`src/rtl/rfpm_consts.svh`:
```
// Register map, field positions, reset values and serial frame sizes
`ifndef RFPM_CONSTS_SVH
`define RFPM_CONSTS_SVH

`define RFPM_ADDR_W          6
`define RFPM_DATA_W          16
`define RFPM_CTRL_B_ADDR     6'h07
`define RFPM_CTRL_B_RST      16'h0000
`define RFPM_BIT_PORT_MODE   12
`define RFPM_BIT_BIAS_INV    13
`define RFPM_BIT_BIAS_EN     14
`define RFPM_HDR_BITS        4'h8
`define RFPM_DATA_BITS       4'hF
`define RFPM_HDR_RW_BIT      7
`define RFPM_SYNC_W          3

`endif

```
`src/rtl/rfpm_pkg.sv`:
```
// Types shared by the port mode and bias control block
`default_nettype none
package rfpm_pkg;

    typedef enum logic [2:0] {
        RADIO_OFF       = 3'h0,
        RADIO_IDLE      = 3'h1,
        RADIO_RX        = 3'h2,
        RADIO_TX        = 3'h3,
        RADIO_DOZE      = 3'h4,
        RADIO_HIBERNATE = 3'h5
    } rfpm_radio_t;

    typedef enum logic [1:0] {
        SPI_IDLE = 2'h0,
        SPI_HDR  = 2'h1,
        SPI_DATA = 2'h2,
        SPI_DONE = 2'h3
    } rfpm_spi_state_t;

endpackage

`default_nettype wire

```
`src/rtl/rfpm_sync.sv`:
```
// Two flip-flop synchroniser for pin inputs
`timescale 1ns/1ps
`default_nettype none

module rfpm_sync #(
    parameter int WIDTH = 1
) (
    input  wire logic             sys_clk, // System clock
    input  wire logic             rst,     // Async reset, active high
    input  wire logic [WIDTH-1:0] d,       // Asynchronous inputs
    output logic      [WIDTH-1:0] q        // Synchronised outputs
);

    logic [WIDTH-1:0] meta_q;

    // Idle level of the serial pins is high for select, low for others
    always_ff @(posedge sys_clk or posedge rst) begin
        if (rst) begin
            meta_q <= '0;
            q      <= '0;
        end else begin
            meta_q <= d;
            q      <= meta_q;
        end
    end

endmodule

`default_nettype wire

```
`src/rtl/rfpm_top.sv`:
```
// RF port mode selection and switched bias output control with its serial register port
`timescale 1ns/1ps
`default_nettype none
`include "rfpm_consts.svh"

module rfpm_top (
    input  wire logic                 sys_clk,            // 20 MHz system clock
    input  wire logic                 rst,                // Async reset, active high
    input  wire logic                 spi_ce_n,           // Serial chip enable, active low
    input  wire logic                 spi_sclk,           // Serial clock
    input  wire logic                 spi_mosi,           // Serial data in
    output logic                      spi_miso,           // Serial data out
    input  wire rfpm_pkg::rfpm_radio_t radio_state,        // Current radio state
    output logic                      switched_bias_out,  // Bias pin output value
    output logic                      switched_bias_oe_n, // Bias pin enable, low drives
    output logic                      rx_switch_en,       // Internal RX switch to LNA
    output logic                      shared_pa_en,       // PA on shared RF pins
    output logic                      out_pa_en,          // PA on separate output pair
    output logic                      port_single         // 1 = single-port mode
);

    // Serial pin synchronisation
    logic [`RFPM_SYNC_W-1:0] pins_s;
    logic                    ce_n_s;
    logic                    sclk_s;
    logic                    mosi_s;
    logic                    sclk_d_q;
    logic                    sclk_rise;
    logic                    sclk_fall;

    rfpm_sync #(
        .WIDTH (`RFPM_SYNC_W)
    ) u_sync (
        .sys_clk (sys_clk),
        .rst     (rst),
        .d       ({~spi_ce_n, spi_sclk, spi_mosi}),
        .q       (pins_s)
    );

    // Select is carried inverted so the synchroniser resets to deselected
    assign ce_n_s = ~pins_s[2];
    assign sclk_s = pins_s[1];
    assign mosi_s = pins_s[0];

    always_ff @(posedge sys_clk or posedge rst) begin
        if (rst) begin
            sclk_d_q <= 1'b0;
        end else begin
            sclk_d_q <= sclk_s;
        end
    end

    assign sclk_rise = sclk_s & ~sclk_d_q;
    assign sclk_fall = ~sclk_s & sclk_d_q;

    // Serial frame: 8-bit header (bit 7 read, bits 5:0 address), 16 data bits
    rfpm_pkg::rfpm_spi_state_t spi_state_q;
    logic [3:0]                bit_cnt_q;
    logic [7:0]                hdr_sh_q;
    logic [`RFPM_DATA_W-1:0]   rx_sh_q;
    logic [`RFPM_DATA_W-1:0]   tx_sh_q;
    logic                      is_read_q;
    logic [`RFPM_ADDR_W-1:0]   addr_q;
    logic [7:0]                hdr_next;
    logic [`RFPM_DATA_W-1:0]   rx_next;
    logic                      hit_hdr;
    logic                      commit;
    logic [`RFPM_DATA_W-1:0]   ctrl_q;

    assign hdr_next = {hdr_sh_q[6:0], mosi_s};
    assign rx_next  = {rx_sh_q[`RFPM_DATA_W-2:0], mosi_s};
    assign hit_hdr  = (hdr_next[`RFPM_ADDR_W-1:0] == `RFPM_CTRL_B_ADDR);
    assign commit   = (spi_state_q == rfpm_pkg::SPI_DATA) && sclk_rise && !ce_n_s
                      && (bit_cnt_q == `RFPM_DATA_BITS) && !is_read_q
                      && (addr_q == `RFPM_CTRL_B_ADDR);

    // Frame sequencing; deselect aborts any frame, a short write is dropped
    always_ff @(posedge sys_clk or posedge rst) begin
        if (rst) begin
            spi_state_q <= rfpm_pkg::SPI_IDLE;
            bit_cnt_q   <= 4'h0;
        end else if (ce_n_s) begin
            spi_state_q <= rfpm_pkg::SPI_IDLE;
            bit_cnt_q   <= 4'h0;
        end else begin
            unique case (spi_state_q)
                rfpm_pkg::SPI_IDLE: begin
                    spi_state_q <= rfpm_pkg::SPI_HDR;
                    bit_cnt_q   <= 4'h0;
                end
                rfpm_pkg::SPI_HDR: begin
                    if (sclk_rise) begin
                        if (bit_cnt_q == (`RFPM_HDR_BITS - 4'h1)) begin
                            spi_state_q <= rfpm_pkg::SPI_DATA;
                            bit_cnt_q   <= 4'h0;
                        end else begin
                            bit_cnt_q <= bit_cnt_q + 4'h1;
                        end
                    end
                end
                rfpm_pkg::SPI_DATA: begin
                    if (sclk_rise) begin
                        if (bit_cnt_q == `RFPM_DATA_BITS) begin
                            spi_state_q <= rfpm_pkg::SPI_DONE;
                        end else begin
                            bit_cnt_q <= bit_cnt_q + 4'h1;
                        end
                    end
                end
                rfpm_pkg::SPI_DONE: begin
                    spi_state_q <= rfpm_pkg::SPI_DONE;
                end
            endcase
        end
    end

    // Header capture
    always_ff @(posedge sys_clk or posedge rst) begin
        if (rst) begin
            hdr_sh_q  <= 8'h00;
            is_read_q <= 1'b0;
            addr_q    <= 6'h00;
        end else if (spi_state_q == rfpm_pkg::SPI_HDR && sclk_rise && !ce_n_s) begin
            hdr_sh_q <= hdr_next;
            if (bit_cnt_q == (`RFPM_HDR_BITS - 4'h1)) begin
                is_read_q <= hdr_next[`RFPM_HDR_RW_BIT];
                addr_q    <= hdr_next[`RFPM_ADDR_W-1:0];
            end
        end
    end

    // Write data shift
    always_ff @(posedge sys_clk or posedge rst) begin
        if (rst) begin
            rx_sh_q <= 16'h0000;
        end else if (spi_state_q == rfpm_pkg::SPI_DATA && sclk_rise && !ce_n_s) begin
            rx_sh_q <= rx_next;
        end
    end

    // Read data: loaded after the header, shifted out on falling edges
    always_ff @(posedge sys_clk or posedge rst) begin
        if (rst) begin
            tx_sh_q  <= 16'h0000;
            spi_miso <= 1'b0;
        end else if (ce_n_s) begin
            spi_miso <= 1'b0;
        end else if (spi_state_q == rfpm_pkg::SPI_HDR && sclk_rise
                     && bit_cnt_q == (`RFPM_HDR_BITS - 4'h1)) begin
            // Unmapped addresses read as zero
            tx_sh_q <= (hdr_next[`RFPM_HDR_RW_BIT] && hit_hdr) ? ctrl_q : 16'h0000;
        end else if (spi_state_q == rfpm_pkg::SPI_DATA && sclk_fall && is_read_q) begin
            spi_miso <= tx_sh_q[`RFPM_DATA_W-1];
            tx_sh_q  <= {tx_sh_q[`RFPM_DATA_W-2:0], 1'b0};
        end
    end

    // Control register; every bit is kept, only three steer this block
    always_ff @(posedge sys_clk or posedge rst) begin
        if (rst) begin
            ctrl_q <= `RFPM_CTRL_B_RST;
        end else if (commit) begin
            ctrl_q <= rx_next;
        end
    end

    logic mode_single;
    logic bias_en;
    logic bias_inv;
    logic is_tx;
    logic is_rx;

    assign mode_single = ctrl_q[`RFPM_BIT_PORT_MODE];
    assign bias_en     = ctrl_q[`RFPM_BIT_BIAS_EN];
    assign bias_inv    = ctrl_q[`RFPM_BIT_BIAS_INV];
    assign is_tx       = (radio_state == rfpm_pkg::RADIO_TX);
    assign is_rx       = (radio_state == rfpm_pkg::RADIO_RX);

    // Switched bias pin
    always_ff @(posedge sys_clk or posedge rst) begin
        if (rst) begin
            switched_bias_out  <= 1'b0;
            switched_bias_oe_n <= 1'b1;
        end else if (!bias_en) begin
            switched_bias_out  <= 1'b0;
            switched_bias_oe_n <= 1'b1;
        end else begin
            switched_bias_oe_n <= 1'b0;
            if (!(is_tx || is_rx)) begin
                // Off is undefined on the pin; held low like the sleep states
                switched_bias_out <= 1'b0;
            end else if (mode_single) begin
                switched_bias_out <= is_tx;
            end else begin
                switched_bias_out <= is_tx ^ bias_inv;
            end
        end
    end

    // Internal RF path steering
    always_ff @(posedge sys_clk or posedge rst) begin
        if (rst) begin
            rx_switch_en <= 1'b0;
            shared_pa_en <= 1'b0;
            out_pa_en    <= 1'b0;
            port_single  <= 1'b0;
        end else begin
            port_single  <= mode_single;
            rx_switch_en <= is_rx;
            shared_pa_en <= mode_single && is_tx;
            out_pa_en    <= !mode_single && is_tx;
        end
    end

endmodule

`default_nettype wire

```
`config.mk`:
```
export PLATFORM = sky130hd
export DESIGN_NAME = rfpm_top
export DESIGN_NICKNAME = d
export VERILOG_FILES = /design/src/rtl/rfpm_pkg.sv /design/src/rtl/rfpm_sync.sv /design/src/rtl/rfpm_top.sv
export VERILOG_INCLUDE_DIRS = /design/src /design/src/rtl
export SDC_FILE = /design/constraint.sdc
export NUM_CORES = 1
export LEC_CHECK = 0
export BUFFER_PORTS_ARGS = -buffer_cell sky130_fd_sc_hd__buf_2
export CAP_MARGIN = 5
export CORE_MARGIN = 10
export CORE_UTILIZATION = 45
export DETAILED_ROUTE_END_ITERATION = 8
export HOLD_SLACK_MARGIN = 0.15
export PLACE_DENSITY_LB_ADDON = 0.3
export SYNTH_ARGS = -nofsm -noshare
export SYNTH_HDL_FRONTEND = slang
export SYNTH_HIERARCHICAL = 1
export SYNTH_SLANG_ARGS = --single-unit
```
`constraint.sdc`:
```
create_clock -name sys_clk -period 7.35 [get_ports sys_clk]
set_clock_uncertainty 0.15 [all_clocks]
set_input_delay 1.47 -clock sys_clk [delete_from_list [all_inputs] [get_ports sys_clk]]
set_output_delay 1.47 -clock sys_clk [all_outputs]
set_load 0.02 [all_outputs]
```
Word-level counts from Yosys, hierarchy flattened
Cells that the tools add are included.

Add/sub/neg operators: 1. Equality and inequality tests: 17. Muxes and demuxes: 22. Bitwise gates (word level): 6. Reductions and logical operators: 23.

Operators by type and width (number): $mux W16 (3); $mux W4 (5); $ne A3 B3 Y1 const B (5); $logic_and A1 B1 Y1 (13); $eq A6 B3 Y1 const B (2); $pmux W4 S3 (1); $mux W2 (5); $pmux W2 S4 (1); $reduce_and A4 Y1 (2); $mux W1 (7); $eq A3 B2 Y1 const B (2); $reduce_and A2 Y1 (3); $add A4 B1 Y4 const B (1); $eq A2 B2 Y1 const B (2); $eq A4 B3 Y1 const B (1); $eq A4 B4 Y1 const B (1); $ne A2 B2 Y1 const B (2); $ne A4 B4 Y1 const B (1); $not A1 Y1 (3); $and A1 B1 Y1 (2); $eq A2 B1 Y1 const B (1); $logic_not A1 Y1 (2); $logic_not A2 Y1 (1); $reduce_bool A2 Y1 (1); other kinds (2) (2).

Flip-flop bits (word level): 81. Input bits: 8.

Longest topological paths before layout
Gate-level depths: netlist (run 1).

Depth in word-level cells: 7. Depth in mapped cells: 8. Mapped depth without buffers: 6.

Modules after synthesis
The synthesis (run 1) kept the hierarchy.

Modules (own cells, without submodules): rfpm_top (times used 1, cells each 246, area an instance 3214.3 sq um); rfpm_sync (times used 1, cells each 7, area an instance 153.9 sq um).

Worst setup path before layout (run 1)
OpenSTA, ideal clock, no wires.

Kind: register to output. Start point: reg switched_bias_oe_n. End point: out switched_bias_oe_n. Arrival: 554 ps. Data required time: 5730 ps. Path slack: 5176 ps. Cell stages (with the launch flop): 1. Buffers on the path: 0. Cells stage by stage: dfstp_2.

RTL lines: start: declaration (line rfpm_top.sv:15) `output logic switched_bias_oe_n,`; start signal: assignment (line rfpm_top.sv:183) `switched_bias_oe_n <= 1'b1;`; start signal: assignment (line rfpm_top.sv:186) `switched_bias_oe_n <= 1'b1;`; start signal: assignment (line rfpm_top.sv:188) `switched_bias_oe_n <= 1'b0;`.

No word-level cell between the ends.

Worst setup path in the final report (run 1)
Start point: reg switched_bias_oe_n. End point: out switched_bias_oe_n.

No word-level cell between the ends.

==> results of run 1 <==
-- power by group through the flow --
| stage | Clock (mW) | Combinational, mW | Sequential, mW |
|---|---|---|---|
| floorplan | 0 | 0.0634 | 0.490 |
| finish | 0.336 | 0.0773 | 0.487 |
| global placement | 0 | 0.0776 | 0.494 |
| detailed placement | 0 | 0.0787 | 0.495 |
| global route | 0.370 | 0.0874 | 0.491 |
| CTS | 0.349 | 0.0789 | 0.487 |
-- per-stage QoR --
step | setup slack [ns] | instances | total power, mW
floorplan | 3.82 | 253 | 0.553
global placement | 4.77 | 358 | 0.572
detailed placement | 4.77 | 358 | 0.574
CTS | 4.69 | 374 | 0.915
global route | 4.43 | 374 | 0.948
finish | 4.71 | 374 | 0.900
-- final timing paths --
kind | from | endpoint
max | switched_bias_oe_n$_DFF_PP1_ | switched_bias_oe_n
min | u_sync/meta_q[2]$_DFF_PP0_ | u_sync/q[2]$_DFF_PP0_
max reg2reg | spi_state_q[1]$_DFFE_PP0P_ | tx_sh_q[12]$_DFFE_PP0P_
min reg2reg | u_sync/meta_q[2]$_DFF_PP0_ | u_sync/q[2]$_DFF_PP0_
max in group asynchronous | rst | rx_sh_q[9]$_DFFE_PP0N_
min in group asynchronous | rst | u_sync/q[2]$_DFF_PP0_
-- cells in the mapped netlist (all sizes together), types with 2 or more instances --
library cell and count:
nand3b 2, and3 3, inv 11, o22ai 3, buf 9, mux2 45
dfrtp 80, o2bb2ai 6, o21ai 7, nand4b 2, nor4bb 2, a21oi 18
mux2i 2, a22oi 10, nand2 3, nor2b 2, and2 2, ha 4
nor2 18, nand2b 2, nand3 3
-- placed cells by master (no fill, tap or decap), types with 2 or more instances in the layout --
cell	n
nor2b_1	2
o21ai_0	7
and3_1	3
a22oi_1	10
nor2_1	17
ha_1	4
nand2b_1	2
o2bb2ai_1	6
o22ai_1	2
a21oi_1	18
mux2i_1	2
and2_1	2
clkinv_4	2
inv_1	10
nand3_1	2
clkbuf_8	10
mux2_2	45
dfrtp_1	80
nand2_1	3
nor4bb_1	2
buf_2	14
buf_4	2
-- per-layer routing --
metal,track usage (%),vias to the layer above
met3,4.05,8
li1,-,941
met2,17.2,31
met1,12.9,1008
met5,0,-
met4,3.87,0
-- area by class of cell --
type | count | area, sq um
multi-input combinational | 151 | 1240
tap | 99 | 124
clock buffer | 10 | 138
clock inverter | 6 | 75.1
inverter | 11 | 41.3
timing repair buffer | 16 | 85.1
fill | 640 | 3520
sequential | 81 | 2030
-- sequential cells by signal, summed over array words and instances, names as in the netlist, 2 cells and up --
register	count
bit_cnt_q	4
hdr_sh_q	7
tx_sh_q	16
u_sync/q	3
u_sync/meta_q	3
spi_state_q	2
ctrl_q	16
addr_q	6
rx_sh_q	15
-- cell families after synthesis --
group           after synthesis
flops                        81
buf+inv                      21
simple gates                 47
xor+xnor                      1
mux                          47
compound gates               52
fa+ha+maj                     4
==> reports/qor.csv, run 1 <==
stage,metric,value,unit
run_status,status,completed,
run,max-cap viol count,0,
synth,Synth cell types,48,
setup_path,startpoint types,flop,
synth,Syn Std Cell Area,3370,sq um
power,leak pwr,1.86,nW
global_route,grt total ovfl,0,
route,WL final,5660,um
cts,post-cts sizing count,0,
die,Top Ports,15,
global_route,largest net degree at the start of global routing,76,
sta,Highest Clock Rate,379,MHz
die,die footprint,11300,sq um
power,sequential share of power,54.1,%
cts,CTS root buffer,clkbuf_8,
sta,final-report hold violation count,0,
setup_path,critical-path maximum fanout,1,
route,DRT antenna net count,0,
die,Core Footprint,7250,sq um
setup_path,Reg2Reg Depth,6,
setup_path,Worst EP required,5.73,ns
synth,Area contributors post-synth,"dfrtp_1, mux2_2, a21oi_1",
route,M1 wire length,2610,um
finish,Final nets,282,
setup_path,cell family contributing the most delay on the critical path,flip-flops,
route,drt pass-1 iters,4,
setup_path,cell count along the critical path,1,
die,Initial Utilization,46.4,%
synth,post-synthesis register bit count,81,
min_path,Hold Crit Depth,0,
cts,clk sinks,81,
synth,Mean Syn Cell Area,13.3,sq um
cts,worst-skew pair later-pin latency,0.35,ns
cts,CTS H-Tree Depth,3,
synth,post-synth net total,265,
cts,Post-CTS Setup Bufs,0,
setup_path,CP bufs+invs,1,
setup_path,"Max stage delay cell, worst path",dfstp_2,
power,Combinational Power Share,8.6,%
synth,post-synthesis mux area share,15.6,%
synth,cell accounting for the most synthesized area,dfrtp_1,
cts,Worst-path clk slew,0.08,ns
placed_design,Routability Congestion,0.722,
cts,maximum clock insertion buffer count,2,
finish,# diodes,0,
route,drt initial violations,42,
sta,slew of the pin with the lowest slew margin,0.946,ns
setup_path,R2R setup slack,4.77,ns
route,top layer reached by signal wires,met4,
sta,"Slew Viols, Final",0,
power,Pwr Density,241,nW/um^2
synth,compound-cell area share of the yosys netlist,10.4,%
finish,Util after Layout,51.4,%
power,Switching Share,25.0,%
sta,Final Critical Period,2.64,ns
sta,Slew headroom,37.0,%
synth,Post-synth ARST share,100,%
min_path,hold crit path type,reg -> reg,
route,WL/cell,15.1,um
route,routed via count,1988,
placed_design,Placed Area,3520,sq um
global_route,first-pass GRT wire length,9870,um
synth,Synth Area in XOR/XNOR,0.260,%
synth,largest family of logic cells by synthesized area,multiplexers,
setup_path,"Largest stage delay, worst path",0.52,ns
route,met2 wire length,2720,um
finish,Area Growth Syn to Fin,10.7,%
power,worst vdd ir,134,uV
synth,synthesized-area fraction occupied by and/or/nand/nor cells,9.03,%
die,chip height,107,um
die,FP Rows,31,
setup_path,Critical Path End Type,output port,
power,Pint,675,uW
cts,CTS tree,built,
route,WL met3,242,um
global_route,initial antenna violation count,0,
global_route,vias in the first global route,2029,
power,Clock Power Share,37.3,%
sta,Min Hold Slack,0.202,ns
finish,Finished Cell Area,3730,sq um
synth,"Seq/Total Area, Yosys",60.2,%
route,DRC viols,0,
setup_path,Worst Setup Path Type,reg -> out,
placed_design,HPWL after detailed placement,3800,um
synth,number of synthesis warnings,6,
setup_path,worst-path cell chain,buf_2,
route,routed vias/inst,5.32,
placed_design,Port Buffers,14,
synth,Synth Flop Type,dfrtp_1,
sta,unrepaired setup endpoints after global routing,false,
sta,TNS Setup,0,ns
synth,Synth Instances,253,
sta,final setup fails,0,
global_route,Tot GR Track Use,10.7,%
setup_path,crit path DAT,1.02,ns
power,Sw Pwr,225,uW
cts,Hold Buf Count CTS,0,
synth,Synth Area in Adders,1.49,%
finish,layout cells sized above 1,32.4,%
synth,post-synth top area share,59.4,%
die,die width,107,um
cts,cts bufs inserted,9,
sta,Tcrit/Tclk final,35.9,%
synth,Post-synth EDFFs,0,
(Power assumes the default switching activity.)
==> run 2: changes to the inputs <==
- ABC_AREA: unset -> 1
- clock period: 7.35 -> 2.4 ns (I/O delays scaled with it)
==> reports/qor.csv, run 2 <==
stage,metric,value,unit,change
finish,Area Growth Syn to Fin,13.4,%,was 10.7%
setup_path,reg-to-reg endpoint,addr_q[4]$_DFFE_PP0P_,,was tx_sh_q[12]$_DFFE_PP0P_
power,worst vdd ir,323,uV,was 134 uV
power,sequential share of power,51.4,%,was 54.1%
cts,CTS H-Tree Depth,3,,unchanged
finish,Util after Layout,52.8,%,was 51.4%
power,Switching Share,29.1,%,was 25.0%
setup_path,critical-path maximum fanout,28,,was 1
synth,Post-synth ARST share,100,%,unchanged
run,max-cap viol count,0,,unchanged
synth,cell accounting for the most synthesized area,dfrtp_1,,unchanged
global_route,grt total ovfl,0,,unchanged
cts,CTS root buffer,clkbuf_8,,unchanged
synth,Synth Flop Type,dfrtp_1,,unchanged
die,die width,110,um,was 107 um
finish,layout cells sized above 1,12.1,%,was 32.4%
placed_design,Placed Area,3840,sq um,was 3520 sq um
route,drt initial violations,122,,was 42
sta,final setup fails,0,,unchanged
sta,Min Hold Slack,0.204,ns,was 0.202 ns
cts,CTS tree,built,,unchanged
global_route,largest net degree at the start of global routing,34,,was 76
setup_path,Worst EP required,2.47,ns,was 5.73 ns
cts,post-cts sizing count,0,,unchanged
placed_design,Port Buffers,14,,unchanged
route,WL final,6980,um,was 5660 um
setup_path,Worst R2R Start,spi_state_q[1]$_DFFE_PP0P_,,unchanged
global_route,vias in the first global route,2653,,was 2029
synth,Post-synth top cells,"nand2_1, dfrtp_1, nand3_1, inv_1, nor2_1",,"was dfrtp_1, mux2_2, a21oi_1, nor2_1, inv_1"
synth,number of synthesis warnings,6,,unchanged
finish,Fillers,726,,was 640
synth,Synth cell types,28,,was 48
synth,Post-synth EDFFs,0,,unchanged
finish,Regs by FF count,"ctrl_q x16, tx_sh_q x16, rx_sh_q x15",,unchanged
finish,"most common cell after layout, fill and taps aside",nand2_1,,was dfrtp_1
cts,Post-CTS Setup Bufs,0,,unchanged
placed_design,Routability Congestion,0.798,,was 0.722
synth,Syn Std Cell Area,3640,sq um,was 3370 sq um
global_route,initial antenna violation count,0,,unchanged
synth,Synth Instances,430,,was 253
cts,maximum clock insertion buffer count,2,,unchanged
min_path,Worst Hold End,u_sync/q[1]$_DFF_PP0_,,was u_sync/q[2]$_DFF_PP0_
power,Sw Pwr,939,uW,was 225 uW
sta,Tcrit/Tclk final,82.5,%,
cts,clk sinks,81,,unchanged
min_path,HP Start,u_sync/meta_q[1]$_DFF_PP0_,,was u_sync/meta_q[2]$_DFF_PP0_
sta,TNS Setup,0,ns,unchanged
global_route,Tot GR Track Use,12.9,%,was 10.7%
setup_path,crit path DAT,2.05,ns,was 1.02 ns
synth,post-synth top area share,55.0,%,was 59.4%
route,routed vias/inst,4.95,,was 5.32
sta,unrepaired setup endpoints after global routing,false,,unchanged
synth,post-synth net total,442,,was 265
route,drt pass-1 iters,4,,unchanged
placed_design,HPWL after detailed placement,4830,um,was 3800 um
die,FP Rows,32,,was 31
power,Pint,2.29,mW,was 675 uW
finish,Finished Cell Area,4120,sq um,was 3730 sq um
cts,Hold Buf Count CTS,6,,was 0
run_status,status,completed,,unchanged
power,Clock Power Share,33.8,%,was 37.3%
synth,post-synthesis register bit count,81,,unchanged
sta,"Slew Viols, Final",0,,unchanged
placed_design,placed insts,542,,was 358
finish,Final nets,469,,was 282
route,routed via count,2790,,was 1988
die,Initial Utilization,46.6,%,was 46.4%
sta,Highest Clock Rate,505,MHz,
setup_path,Reg2Reg Depth,7,,was 6
synth,Area contributors post-synth,"dfrtp_1, nand2_1, nand3_1",,"was dfrtp_1, mux2_2, a21oi_1"
min_path,hold crit path type,reg -> reg,,unchanged
min_path,Hold Crit Depth,0,,unchanged
die,die footprint,12100,sq um,was 11300 sq um
setup_path,startpoint types,flop,,unchanged
die,chip height,110,um,was 107 um
sta,Slew headroom,54.0,%,was 37.0%
sta,Final Critical Period,1.98,ns,
power,leak pwr,2.15,nW,was 1.86 nW
route,DRC viols,0,,unchanged
finish,# diodes,0,,unchanged
cts,cts bufs inserted,9,,unchanged
finish,most frequent cells in the layout,"nand2_1, dfrtp_1, nand3_1",,"was dfrtp_1, mux2_2, a21oi_1"
sta,slew of the pin with the lowest slew margin,0.689,ns,was 0.946 ns
die,Top Ports,15,,unchanged
sta,final-report hold violation count,0,,unchanged
global_route,first-pass GRT wire length,12500,um,was 9870 um
cts,Worst-path clk slew,0.08,ns,about the same
setup_path,Critical Path End Type,flop,,was output port
synth,most common cell in the netlist,nand2_1,,was dfrtp_1
route,DRT antenna net count,0,,unchanged
route,WL/cell,12.4,um,was 15.1 um
setup_path,Worst Setup Path Type,reg -> reg,,was reg -> out
finish,Non-Filler Instances,564,,was 374
synth,Mean Syn Cell Area,8.46,sq um,was 13.3 sq um
power,Pwr Density,783,nW/um^2,was 241 nW/um^2
cts,worst-skew pair later-pin latency,0.35,ns,about the same
power,Combinational Power Share,14.8,%,was 8.6%
setup_path,R2R setup slack,0.42,ns,was 4.77 ns
die,Core Footprint,7810,sq um,was 7250 sq um
synth,"Seq/Total Area, Yosys",55.8,%,was 60.2%
run 2: cell types whose count changed after synthesis, moves of 4 or more:
cell	before	now
nand2_1	3	137
nand3_1	2	53
mux2_2	45	1
inv_1	11	47
nand4_1	1	19
o21ai_0	7	19
a22oi_1	10	0
a21oi_1	18	9
o2bb2ai_1	6	0
clkbuf_1	0	5
inv_2	0	5
nor2_1	17	22
o21ai_1	0	4
run 2: metal layers:
metal,part of all wire [%],wire (um),up-vias,global-route usage (%)
met1,48,3380,1277,17.0
li1,-,-,1433,-
met5,0,0,-,0
met3,4.8,332,12,2.57
met2,45,3110,68,19.4
met4,2.3,159,0,6.88
run 2: power groups by stage:
| stage | clock network (mW) | logic (mW) | registers, mW |
|---|---|---|---|
| after CTS | 1.12 | 0.487 | 1.66 |
| after floorplan | 0 | 0.374 | 1.65 |
| after detailed placement | 0 | 0.479 | 1.68 |
| final | 1.09 | 0.478 | 1.66 |
| after global placement | 0 | 0.466 | 1.68 |
| after global routing | 1.19 | 0.571 | 1.69 |
run 2: metrics by stage:
| step | setup WS, ns | power, mW |
|---|---|---|
| CTS | 0.414 | 3.27 |
| global route | 0.226 | 3.45 |
| global placement | 0.519 | 2.15 |
| detailed placement | 0.440 | 2.16 |
| floorplan | 0.715 | 2.03 |
| finish | 0.419 | 3.23 |
run 2: layout make-up:
cell class	instances	area, sq um	area share [%]
Clock buffer	10	128	3.09
Clock inverter	6	91.3	2.21
Inverter	52	199	4.82
Multi-Input combinational cell	283	1330	32.3
Sequential cell	81	2030	49.2
Tap cell	102	128	3.09
Timing Repair Buffer	30	218	5.28
run 2: logic make-up (layout without fill, tap and decap cells):
group / count (synthesis) / count (layout) / share of synthesized area [%]
compound gates: 34 / 34 / 4.85
flops: 81 / 81 / 55.8
fa+ha+maj: 4 / 4 / 1.38
mux: 1 / 1 / 0.310
xor+xnor: 1 / 1 / 0.241
buf+inv: 66 / 98 / 7.60
simple gates: 243 / 243 / 29.9
run 2: worst max path at each step:
stage | from | endpoint | slack [ns] | depth (start not counted)
after floorplan | spi_state_q[1]$_DFFE_PP0P_ | tx_sh_q[10]$_DFFE_PP0P_ | 0.72 | 8
after global placement | spi_state_q[1]$_DFFE_PP0P_ | addr_q[4]$_DFFE_PP0P_ | 0.52 | 7
after detailed placement | spi_state_q[1]$_DFFE_PP0P_ | addr_q[4]$_DFFE_PP0P_ | 0.44 | 7
after CTS | spi_state_q[1]$_DFFE_PP0P_ | addr_q[4]$_DFFE_PP0P_ | 0.41 | 7
after global routing | spi_state_q[1]$_DFFE_PP0P_ | tx_sh_q[11]$_DFFE_PP0P_ | 0.23 | 7
final | spi_state_q[1]$_DFFE_PP0P_ | addr_q[4]$_DFFE_PP0P_ | 0.42 | 7
run 2: critical path: stages (launching register included):
cell,delay [ns]
dfrtp_1,0.40
inv_1,0.08
ha_1,0.33
nand4_4,0.27
nor2_2,0.21
inv_2,0.22
nand2_1,0.11
o21ai_0,0.08
==> run 3: changes to the inputs <==
- clock period: 2.4 -> 2 ns (I/O delays scaled with it)
==> reports/qor.csv, run 3 (same netlist as run 2, synthesis figures left out) <==
stage,metric,value,unit,change
run_status,status,completed,,unchanged
finish,Multi-input gate area,1350,sq um,was 1330 sq um
die,Core Footprint,7810,sq um,unchanged
sta,Final Critical Period,1.78,ns,was 1.98 ns
finish,Regs by FF count,"ctrl_q x16, tx_sh_q x16, rx_sh_q x15",,unchanged
cts,CTS H-Tree Depth,3,,unchanged
global_route,Tot GR Track Use,12.8,%,was 12.9%
sta,"Slew Viols, Final",0,,unchanged
sta,unrepaired setup endpoints after global routing,false,,unchanged
setup_path,Worst Setup Path Type,reg -> reg,,unchanged
global_route,largest net degree at the start of global routing,64,,was 34
power,worst vdd ir,557,uV,was 323 uV
route,routed vias/inst,5.07,,was 4.95
power,sequential share of power,48.3,%,was 51.4%
setup_path,startpoint types,flop,,unchanged
die,Top Ports,15,,unchanged
die,FP Rows,32,,unchanged
finish,Area Growth Syn to Fin,15.4,%,was 13.4%
cts,worst-skew pair later-pin latency,0.35,ns,about the same
sta,slew of the pin with the lowest slew margin,0.392,ns,was 0.689 ns
route,drt pass-1 iters,4,,unchanged
finish,most frequent cells in the layout,"nand2_1, dfrtp_1, nand3_1",,unchanged
route,WL final,7140,um,was 6980 um
finish,Fillers,707,,was 726
setup_path,crit path DAT,1.87,ns,was 2.05 ns
cts,cts bufs inserted,9,,unchanged
sta,Highest Clock Rate,561,MHz,was 505 MHz
route,DRC viols,0,,unchanged
power,Switching Share,27.3,%,was 29.1%
power,Pwr Density,981,nW/um^2,was 783 nW/um^2
route,drt initial violations,146,,was 122
finish,layout cells sized above 1,13.1,%,was 12.1%
sta,final setup fails,0,,unchanged
finish,Final nets,471,,was 469
placed_design,Place WS,0.128,ns,was 0.440 ns
cts,maximum clock insertion buffer count,2,,unchanged
power,Sw Pwr,1.13,mW,was 939 uW
power,"Power, Total",4.12,mW,was 3.23 mW
cts,Post-CTS Setup Bufs,0,,unchanged
setup_path,critical-path maximum fanout,7,,was 28
placed_design,Routability Congestion,0.831,,was 0.798
power,Clock Power Share,36.7,%,was 33.8%
power,Combinational Power Share,15.0,%,was 14.8%
placed_design,HPWL after detailed placement,4810,um,was 4830 um
global_route,first-pass GRT wire length,12500,um,about the same
cts,CTS root buffer,clkbuf_8,,unchanged
cts,CTS tree,built,,unchanged
sta,Tcrit/Tclk final,89.2,%,was 82.5%
global_route,vias in the first global route,2709,,was 2653
route,WL/cell,12.6,um,was 12.4 um
die,die footprint,12100,sq um,unchanged
power,Pint,2.99,mW,was 2.29 mW
cts,Worst-path clk slew,0.08,ns,about the same
finish,Util after Layout,53.8,%,was 52.8%
sta,Slew headroom,73.8,%,was 54.0%
die,die width,110,um,unchanged
run,max-cap viol count,0,,unchanged
finish,# diodes,0,,unchanged
global_route,grt total ovfl,0,,unchanged
die,Initial Utilization,46.6,%,unchanged
placed_design,Port Buffers,14,,unchanged
min_path,hold crit path type,reg -> reg,,unchanged
sta,TNS Setup,0,ns,unchanged
global_route,initial antenna violation count,0,,unchanged
power,leak pwr,2.17,nW,was 2.15 nW
route,routed via count,2872,,was 2790
route,DRT antenna net count,0,,unchanged
finish,register area,2030,sq um,unchanged
cts,clk sinks,81,,unchanged
setup_path,Worst EP required,2.09,ns,was 2.47 ns
setup_path,Critical Path End Type,flop,,unchanged
die,chip height,110,um,unchanged
sta,Final Worst Setup Slack,0.217,ns,was 0.419 ns
finish,"most common cell after layout, fill and taps aside",nand2_1,,unchanged
sta,final-report hold violation count,0,,unchanged
[run 3: final timing paths]
check | startpoint | endpoint | slack, ns | depth (start not counted)
setup / recovery | spi_state_q[1]$_DFFE_PP0P_ | bit_cnt_q[1]$_DFFE_PP0P_ | 0.22 | 9
hold / removal | u_sync/meta_q[2]$_DFF_PP0_ | u_sync/q[2]$_DFF_PP0_ | 0.20 | 0
setup reg to reg | spi_state_q[1]$_DFFE_PP0P_ | bit_cnt_q[1]$_DFFE_PP0P_ | 0.22 | 9
hold reg to reg | u_sync/meta_q[2]$_DFF_PP0_ | u_sync/q[2]$_DFF_PP0_ | 0.20 | 0
max in group asynchronous | rst | switched_bias_oe_n$_DFF_PP1_ | 0.64 | 4
min in group asynchronous | rst | u_sync/meta_q[2]$_DFF_PP0_ | 0.38 | 3
[run 3: timing repair]
item | CTS | global route
gates resized for setup | 0 | 5
hold buffers | 6 | 0
hold endpoints to repair | 22 | 0
endpoints found under the setup margin | 0 | 16
[run 3: power groups by stage]
stage | clock [mW] | combinational (mW) | sequential, mW
3_5_place_dp | 0 | 0.605 | 2.02
3_3_place_gp | 0 | 0.583 | 2.02
6_report | 1.51 | 0.619 | 1.99
4_1_cts | 1.54 | 0.615 | 1.99
5_1_grt | 1.61 | 0.717 | 2.02
2_1_floorplan | 0 | 0.449 | 1.98
[run 3: metal layers]
| layer | global-route usage, % | vias to the layer above | routed length, um |
|---|---|---|---|
| li1 | - | 1434 | - |
| met3 | 2.69 | 23 | 374 |
| met4 | 7.71 | 0 | 242 |
| met1 | 16.5 | 1341 | 3410 |
| met5 | 0 | - | 0 |
| met2 | 19.3 | 74 | 3120 |
[run 3: cell type report]
type,count,area share (%)
inverters,52,4.80
well taps,102,3.04
multi-input cells,283,32.0
flip-flops and latches,81,48.3
clock inverters,4,2.32
clock buffers,12,3.93
repair buffers,32,5.54
[run 3: stage by stage]
step                instance area (sq um)  hold WS, ns  std cells
finish                               4200        0.203        566
global route                         4200        0.211        566
CTS                                  4180        0.205        566
detailed placement                   3860        0.188        544
global placement                     3860        0.182        544
floorplan                            3640       0.0410        430
[run 3: critical path: stages (launching register included)]
cell	delay, ns
dfrtp_1	0.41
inv_1	0.10
ha_2	0.28
inv_1	0.09
nand2_1	0.06
nand3_1	0.13
nand3_1	0.26
nor2_2	0.08
nand2_1	0.07
nand2_1	0.05
